[config.mk]
export PLATFORM = sky130hd
export DESIGN_NAME = dpr_host
export DESIGN_NICKNAME = d
export VERILOG_FILES = /design/src/rtl/dpr_pkg.sv /design/src/rtl/dpr_sync.sv /design/src/rtl/dpr_host.sv
export SDC_FILE = /design/constraint.sdc
export NUM_CORES = 1
export LEC_CHECK = 0
export BUFFER_PORTS_ARGS = -buffer_cell sky130_fd_sc_hd__buf_2
export CAP_MARGIN = 30
export CORE_ASPECT_RATIO = 1.2
export CORE_MARGIN = 2
export CORE_UTILIZATION = 55
export CTS_CLUSTER_SIZE = 16
export DETAILED_ROUTE_END_ITERATION = 16
export PLACE_DENSITY = 0.84
export SETUP_SLACK_MARGIN = 0.1
export SYNTH_ARGS = -nofsm -noshare
export SYNTH_HDL_FRONTEND = slang
export SYNTH_HIERARCHICAL = 1
export SYNTH_SLANG_ARGS = --single-unit
[constraint.sdc]
create_clock -name sys_clk_in -period 5.41 [get_ports sys_clk_in]
set_clock_uncertainty 0.15 [all_clocks]
set_input_delay 1.082 -clock sys_clk_in [delete_from_list [all_inputs] [get_ports sys_clk_in]]
set_output_delay 1.082 -clock sys_clk_in [all_outputs]
set_load 0.03 [all_outputs]
[src/rtl/dpr_pkg.sv]
package dpr_pkg;
    // memory geometry
    localparam int ADDR_W = 12;
    localparam int DATA_W = 9;
    // clock period in picoseconds (40 MHz)
    localparam int CLK_PS = 25000;
    // device timing figures in ns
    localparam int T_ADDR_ACCESS_NS = 35;
    localparam int T_OE_ACCESS_NS = 20;
    localparam int T_WRITE_PULSE_NS = 30;
    localparam int T_WRITE_TO_HIZ_NS = 15;
    localparam int T_DATA_VALID_NS = 25;
    localparam int T_ADDR_SETUP_NS = 0;
    localparam int T_WRITE_RECOVERY_NS = 2;
    localparam int T_HIGH_Z_NS = 15;
    localparam int T_WRITE_DATA_HOLD_NS = 0;
    // least times round up to whole cycles, never below one
    function automatic int ns_to_cyc(input int ns);
        int c;
        c = (ns * 1000 + CLK_PS - 1) / CLK_PS;
        return (c < 1) ? 1 : c;
    endfunction : ns_to_cyc
    localparam int CYC_READ = ns_to_cyc(T_ADDR_ACCESS_NS);
    localparam int CYC_SETUP = ns_to_cyc(T_ADDR_SETUP_NS);
    localparam int CYC_WP_OE_HI = ns_to_cyc(T_WRITE_PULSE_NS);
    localparam int CYC_WP_OE_LO_A = ns_to_cyc(T_WRITE_TO_HIZ_NS
        + T_DATA_VALID_NS);
    localparam int CYC_WP_OE_LO = (CYC_WP_OE_LO_A > CYC_WP_OE_HI)
        ? CYC_WP_OE_LO_A : CYC_WP_OE_HI;
    localparam int CYC_HIZ = ns_to_cyc(T_WRITE_TO_HIZ_NS);
    localparam int CYC_RECOVER = ns_to_cyc(T_WRITE_RECOVERY_NS);
    localparam int CYC_TURN = ns_to_cyc(T_HIGH_Z_NS);
    localparam int CYC_HOLD = ns_to_cyc(T_WRITE_DATA_HOLD_NS);
    localparam int CNT_W = 4;
    // host sequencer states
    typedef enum logic [2:0] {
        DPR_IDLE = 3'b000,
        DPR_SETUP = 3'b001,
        DPR_RD_WAIT = 3'b010,
        DPR_WR_HIZ = 3'b011,
        DPR_WR_PULSE = 3'b100,
        DPR_WR_HOLD = 3'b101,
        DPR_TURN = 3'b110
    } dpr_state_t;
endpackage : dpr_pkg

[src/rtl/dpr_sync.sv]
`timescale 1ns/1ps
// two-flop synchroniser for the data lines coming back from the memory
module dpr_sync
    import dpr_pkg::*;
#(
    parameter int WIDTH = 9
)
(
    // clock and reset
    input wire logic sys_clk_in,
    input wire logic rst_n_in,
    // data
    input wire logic [WIDTH-1:0] async_in,
    output logic [WIDTH-1:0] sync_out
);
    logic [WIDTH-1:0] meta;
    logic [WIDTH-1:0] next_meta;
    logic [WIDTH-1:0] next_sync;

    always_comb
    begin
        next_meta = async_in;
        next_sync = meta;
    end

    always_ff @(posedge sys_clk_in or negedge rst_n_in)
    begin
        if (!rst_n_in)
        begin
            meta <= '0;
            sync_out <= '0;
        end
        else
        begin
            meta <= next_meta;
            sync_out <= next_sync;
        end
    end
endmodule : dpr_sync

[src/rtl/dpr_host.sv]
`timescale 1ns/1ps
module dpr_host
    import dpr_pkg::*;
#(
    parameter int AW = ADDR_W,
    parameter int DW = DATA_W
)
(
    // clock and reset
    input wire logic sys_clk_in,
    input wire logic rst_n_in,
    // user request
    input wire logic req_valid_in,
    input wire logic req_write_in,
    input wire logic req_keep_oe_in,
    input wire logic [AW-1:0] req_addr_in,
    input wire logic [DW-1:0] req_wdata_in,
    output logic req_ready_out,
    // user answer
    output logic rsp_valid_out,
    output logic [DW-1:0] rsp_rdata_out,
    // memory port pins
    output logic [AW-1:0] mem_addr_out,
    output logic mem_rw_out,
    output logic mem_oe_n_out,
    input wire logic [DW-1:0] port_data_bus_in,
    output logic [DW-1:0] port_data_bus_out,
    output logic port_data_bus_oe_out
);
    dpr_state_t state;
    dpr_state_t next_state;
    logic [CNT_W-1:0] cnt;
    logic [CNT_W-1:0] next_cnt;
    logic [AW-1:0] next_addr;
    logic next_rw;
    logic next_oe_n;
    logic [DW-1:0] next_dout;
    logic next_doe;
    logic next_rsp_valid;
    logic [DW-1:0] next_rdata;
    logic keep_oe;
    logic next_keep_oe;
    logic is_write;
    logic next_is_write;
    logic [DW-1:0] data_sync;

    // pin data is asynchronous to sys_clk_in
    dpr_sync #(
        .WIDTH(DW)
    ) u_sync (
        .sys_clk_in(sys_clk_in),
        .rst_n_in(rst_n_in),
        .async_in(port_data_bus_in),
        .sync_out(data_sync)
    );

    function automatic logic [CNT_W-1:0] cyc(input int n);
        return CNT_W'(n);
    endfunction : cyc

    assign req_ready_out = (state == DPR_IDLE);

    always_comb
    begin
        next_state = state;
        next_cnt = cnt;
        next_addr = mem_addr_out;
        next_rw = mem_rw_out;
        next_oe_n = mem_oe_n_out;
        next_dout = port_data_bus_out;
        next_doe = port_data_bus_oe_out;
        next_rsp_valid = 1'b0;
        next_rdata = rsp_rdata_out;
        next_keep_oe = keep_oe;
        next_is_write = is_write;
        if (cnt != '0)
        begin
            next_cnt = cnt - 1'b1;
        end
        case (state)
            DPR_IDLE:
            begin
                if (req_valid_in)
                begin
                    next_addr = req_addr_in;
                    next_rw = 1'b1;
                    next_is_write = req_write_in;
                    next_keep_oe = req_keep_oe_in;
                    next_dout = req_wdata_in;
                    // enable held off until address settles
                    next_oe_n = 1'b1;
                    next_cnt = cyc(CYC_SETUP);
                    next_state = DPR_SETUP;
                end
            end
            DPR_SETUP:
            begin
                if (cnt == '0)
                begin
                    if (is_write)
                    begin
                        next_rw = 1'b0;
                        next_oe_n = !keep_oe;
                        next_cnt = cyc(CYC_HIZ);
                        next_state = DPR_WR_HIZ;
                    end
                    else
                    begin
                        next_oe_n = 1'b0;
                        // two extra cycles cover the synchroniser
                        next_cnt = cyc(CYC_READ + 2);
                        next_state = DPR_RD_WAIT;
                    end
                end
            end
            DPR_RD_WAIT:
            begin
                if (cnt == '0)
                begin
                    next_rdata = data_sync;
                    next_rsp_valid = 1'b1;
                    // release enable to tristate the memory
                    next_oe_n = 1'b1;
                    next_cnt = cyc(CYC_TURN);
                    next_state = DPR_TURN;
                end
            end
            DPR_WR_HIZ:
            begin
                if (cnt == '0)
                begin
                    // drive only after memory outputs are off
                    next_doe = 1'b1;
                    // when enable stays low the pulse count is CYC_WP_OE_LO less the CYC_HIZ already spent, shorter here
                    next_cnt = keep_oe ? cyc(CYC_WP_OE_LO - CYC_HIZ)
                        : cyc(CYC_WP_OE_HI);
                    next_state = DPR_WR_PULSE;
                end
            end
            DPR_WR_PULSE:
            begin
                if (cnt == '0)
                begin
                    next_rw = 1'b1;
                    next_oe_n = 1'b1;
                    next_cnt = cyc(CYC_HOLD);
                    next_state = DPR_WR_HOLD;
                end
            end
            DPR_WR_HOLD:
            begin
                // data held past the write end
                if (cnt == '0)
                begin
                    next_doe = 1'b0;
                    next_rsp_valid = 1'b1;
                    next_cnt = cyc(CYC_RECOVER);
                    next_state = DPR_TURN;
                end
            end
            DPR_TURN:
            begin
                if (cnt == '0)
                begin
                    next_state = DPR_IDLE;
                end
            end
            default:
            begin
                next_state = DPR_IDLE;
            end
        endcase
    end

    always_ff @(posedge sys_clk_in or negedge rst_n_in)
    begin
        if (!rst_n_in)
        begin
            state <= DPR_IDLE;
            cnt <= '0;
            mem_addr_out <= '0;
            mem_rw_out <= 1'b1;
            mem_oe_n_out <= 1'b1;
            port_data_bus_out <= '0;
            port_data_bus_oe_out <= 1'b0;
            rsp_valid_out <= 1'b0;
            rsp_rdata_out <= '0;
            keep_oe <= 1'b0;
            is_write <= 1'b0;
        end
        else
        begin
            state <= next_state;
            cnt <= next_cnt;
            mem_addr_out <= next_addr;
            mem_rw_out <= next_rw;
            mem_oe_n_out <= next_oe_n;
            port_data_bus_out <= next_dout;
            port_data_bus_oe_out <= next_doe;
            rsp_valid_out <= next_rsp_valid;
            rsp_rdata_out <= next_rdata;
            keep_oe <= next_keep_oe;
            is_write <= next_is_write;
        end
    end
endmodule : dpr_host

After elaboration in Yosys (flattened, before gate mapping) --
Index checks and enable logic that the tools add are counted.
Operators by class: multiplexer cells 28, equal/unequal tests 15, $add $sub $neg 1, reductions and logical operators 16
Operators with widths (count):
- 2-to-1 mux 3 bit | 7
- 2-to-1 mux 4 bit | 5
- case mux 3 bit (6 select lines) | 1
- case mux 4 bit (4 select lines) | 1
- != test 2 bit, second input constant | 7
- 2-to-1 mux 1 bit | 10
- equality test 3 bit, second input constant | 3
- equality test 3 x 2 -> 1 bit, second input constant | 2
- case mux 1 bit (3 select lines) | 2
- AND reduction 6 bit | 1
- nonzero test 3 bit | 2
- AND reduction 5 bit | 1
- logical NOT 4 bit | 1
- != test 2 x 1 -> 1 bit, second input constant | 2
- AND reduction 2 bit | 2
- AND reduction 4 bit | 1
- nonzero test 4 bit | 1
- OR reduction 2 bit | 2
- subtractor 4 x 1 -> 4 bit, second input constant | 1
- equality test 3 x 1 -> 1 bit, second input constant | 1
- logical NOT 3 bit | 1
- AND reduction 3 bit | 1
- OR reduction 3 bit | 1
- 2-to-1 mux 2 bit | 1
- other kinds (3) | 3
Storage, ports and cells: word-level logic and storage cells 73, bits in registers 61, bits of input ports 35, output and inout port bits 35

Depth between registers and ports, before layout --
depth after elaboration 4, depth in mapped cells 8, depth with buffers taken out 8

Hierarchy --
Netlist, hierarchy kept.
Modules (own cells, without submodules):
- dpr_host | sequential area each 1078.5 µm², instances 1, area an instance 2030.7 µm², cells an instance 157
- dpr_sync | sequential area each 450.4 µm², instances 1, area an instance 450.4 µm², cells an instance 18

Worst setup path after synthesis --
Ideal clock, no wire load.
path type register to output, start point register state[1], end point output req_ready_out, cell stages (with the launch flop) 4, required time 4178 ps, path slack 2680 ps, data arrival time 1498 ps, buffers on the path 2, path through dfrtp_1 > buf_2 > buf_2 > nor3_1
On the way: longest elaborated chain between the ends 1
Ends and longest elaborated chain:
- from (decl) | line dpr_host.sv:30 | dpr_state_t state;
- from (signal assigned) | line dpr_host.sv:193 | state <= next_state;
- logical NOT 3 bit | line dpr_host.sv:61 | assign req_ready_out = (state == DPR_IDLE);
- to (decl) | line dpr_host.sv:18 | output logic req_ready_out,
No other way between the ends.

Worst setup path in the final report --
Ends and elaborated chain as after synthesis.

==> results.txt <==
----------------------------------------------------
[Pwr]
  Sw Share ... 0.394
  Share of power burned in combinational logic ... 0.400
  Overall power after layout ... between 2000 and 2500 µW
  Internal Dissipation ... around 1300 µW
  Proportion of power drawn by the clock network ... 0.232
  Power density over cell area ... between 600 and 700 nW/µm²
  Power spent charging and discharging nets ... 834 µW
  Worst IR drop on VDD ... between 0.4 and 0.5 mV
  P_leak ... 0.00146 µW
  Flop pwr share ... 0.368

[Route]
  Number of iterations in the first detailed-routing pass ... 4
  Via count ... approximately 1,600
  Routed wire length per instance ... about 15 µm
  Remaining antenna violation count ... 0
  DRT Wirelength ... approximately 4600 µm
  Drt first-iter violations ... between 100 and 150
  Number of remaining DRC errors ... 0
  Via density ... approximately 5.3

[Synth]
  Synth async-reset ratio ... 1.00
  Syn Std Cell Area ... 2480 µm²
  Most frequently used flop master after synthesis ... dfrtp_1
  Number of nets in the synthesized netlist ... ~210
  Post-synth EDFFs ... 0
  Count of state elements after synthesis ... a little over 60
  Mean instance size in the synthesized netlist ... 14.2 µm²
  Sequential fraction of the synthesis area ... 0.616
  Cells after synthesis ... 175
  Post-synth cell types ... 43
  Yosys warning total ... 6

[Global routing]
  Number of global-route vias before repair ... approximately 1,600
  Global route total overflow ... 0
  First-pass GRT wire length ... a little under 8000 µm
  Pin count of the biggest net entering global routing ... 62
  Combined global-route utilization of all metal layers ... 0.203
  Antenna violations before repair ... 0

[Critical path]
  Worst r2r src ... cnt[0]
  Worst path arrival time ... 1.54 ns
  Kind of start point of the critical path ... register
  Reg-to-reg setup timing slack ... between 2 and 3 ns
  Cells on worst reg2reg path ... 8
  Type of element capturing the critical path ... primary output
  Max Fanout on Critical Path ... 25
  Kind of critical path ... reg2out
  Worst EP required ... 4.18 ns
  Reg-to-Reg End ... cnt[0]

[Placement]
  Port Buffers ... between 60 and 70
  Post-detail-place hpwl ... about 3200 µm
  Weighted congestion reported at the end of routability-driven placement ... 0.805

[CTS]
  Level count of the clock H-tree ... 3
  CTS hold repair buffers ... 0
  Root buffer cell ... clkbuf_8
  Number of buffers inserted during clock tree synthesis ... 9
  Register clock-pin slew on the reported worst setup and hold paths ... ~0.070 ns
  Post-CTS resize count ... 0
  Clk buf depth ... 2
  Clk sinks ... 61
  TritonCTS clock tree ... built
  Count of buffers added by post-CTS timing repair for setup ... 0
  Clock Latency Late Sink ... about 0.33 ns

[Layout]
  Filler instances ... around 320
  Commonest non-fill, non-tap cell in the layout ... buf_2
  Area growth from synthesis to layout ... 25.2%
  Fraction of final layout cells sized beyond drive strength 1 ... 0.518
  Most frequent cells in the layout ... 69 x buf_2, 59 x dfrtp_1, 33 x mux2_2, 9 x clkbuf_8, 7 x nand2b_1
  Sequential cell area ... about 1500 µm²
  Number of nets in the layout ... about 290
  Multi-input gate area in the final layout ... about 870 µm²
  Diodes inserted ... 0

[Timing]
  Least-Margin Pin Slew ... 0.799 ns
  Final critical-path share of the clock period ... 0.512
  Max Freq ... roughly 360 MHz
  Setup repair after global routing missed its margin ... no
  Worst slew margin relative to its limit ... 0.467
  Post-layout minimum cycle time ... 2.77 ns
  # setup viols final ... 0
  Post-Route Hold Slack ... approximately 0.2 ns
  Accumulated negative setup slack ... 0 ns
  Final hold viol count ... 0
  Max-slew violation count ... 0

[Min path]
  Class of the tightest hold or removal check ... reg2reg
  Cell depth of the worst min-delay path ... 0
  Min-delay src ... u_sync/meta[3]
  Worst Hold End ... u_sync/sync_out[3]

[Die]
  Die W ... between 60 and 70 µm
  Y dimension of the die ... around 78 µm
  Floorplan row count ... 26
  Core Area ... approximately 4300 µm²
  Starting density of the core ... 0.578
  Full die area ... between 5000 and 6000 µm²
  I/O pin total ... 70

[Flow run]
  Max-capacitance violation count ... 0

[Status]
  Run status ... finished, final reports clean

----------------------------------------------------
==> worst max-delay path: stages (launching register included) <==
cell     delay, ns
dfrtp_1       0.86
nor3_1        0.13
buf_2         0.21
==> logic make-up (layout without fill, tap and decap cells) <==
logic type / Yosys count / in the layout / share of synthesized area
compound gates: 23 / 23 / 0.0661
fa+ha+maj: 3 / 3 / 0.0141
buf+inv: 16 / 94 / 0.0343
flops: 61 / 61 / 0.616
mux: 36 / 36 / 0.162
simple gates: 36 / 36 / 0.107
==> synthesized netlist by cell type, drive strengths merged (2+ instances only) <==
library cell  number  area, µm²
a2111oi            2       17.5
a211o              3       26.3
a21oi              6       30.0
buf                9       58.8
dfrtp             59       1480
dfstp              2       52.6
ha                 2       25.0
inv                7       26.3
mux2              33        372
mux2i              3       30.0
nand2              3       11.3
nand2b             8       57.6
nand3              3       27.5
nand4bb            2       22.5
nor2               4       15.0
nor3               4       31.3
nor4b              2       17.5
o21ai              3       15.0
or2                2       12.5
==> layer usage <==
| metal | share of wire | up-vias | global-route usage |
|---|---|---|---|
| li1 | - | 775 | - |
| met1 | 0.42 | 797 | 0.263 |
| met2 | 0.51 | 39 | 0.315 |
| met3 | 0.040 | 13 | 0.0449 |
| met4 | 0.028 | 0 | 0.115 |
| met5 | 0 | - | 0 |
==> registers in the layout (all words and copies together) (netlist names), 3 cells and up <==
name	cells
rsp_rdata_out	9
mem_addr_out	12
state	3
port_data_bus_out	9
u_sync/meta	9
u_sync/sync_out	9
cnt	4
==> stage by stage <==
step	setup slack (ns)	cell area (µm²)	std cells	util
after floorplan	2.68	2480	175	-
after global placement	2.58	2850	292	0.663
after detailed placement	2.70	2860	293	0.666
after CTS	2.65	3110	309	0.723
after global routing	2.47	3110	309	0.723
final	2.64	3110	309	0.723
==> power groups by stage <==
stage          clock network (µW)  logic [µW]  registers, µW
3_3_place_gp                    0         819            780
6_report                      492         847            779
2_1_floorplan                   0         458            957
3_5_place_dp                    0         849            786
4_1_cts                       500         855            780
5_1_grt                       519         910            809
==> area by class of cell <==
cell class,count,area share
tap,56,0.0226
multi-input combinational,98,0.279
inverter,7,0.00846
sequential,61,0.492
clock inverter,7,0.0395
timing repair buffer,71,0.118
clock buffer,9,0.0399
==> worst max-delay path by stage <==
stage	endpoint	startpoint	depth (start not counted)
2_1_floorplan	req_ready_out	state[1]	3
3_3_place_gp	mem_addr_out[10]	req_valid_in	4
3_5_place_dp	cnt[0]	cnt[0]	8
4_1_cts	req_ready_out	state[1]	2
5_1_grt	cnt[0]	cnt[0]	8
6_report	req_ready_out	state[1]	2
Note: power is estimated with default switching activity, not from simulation.
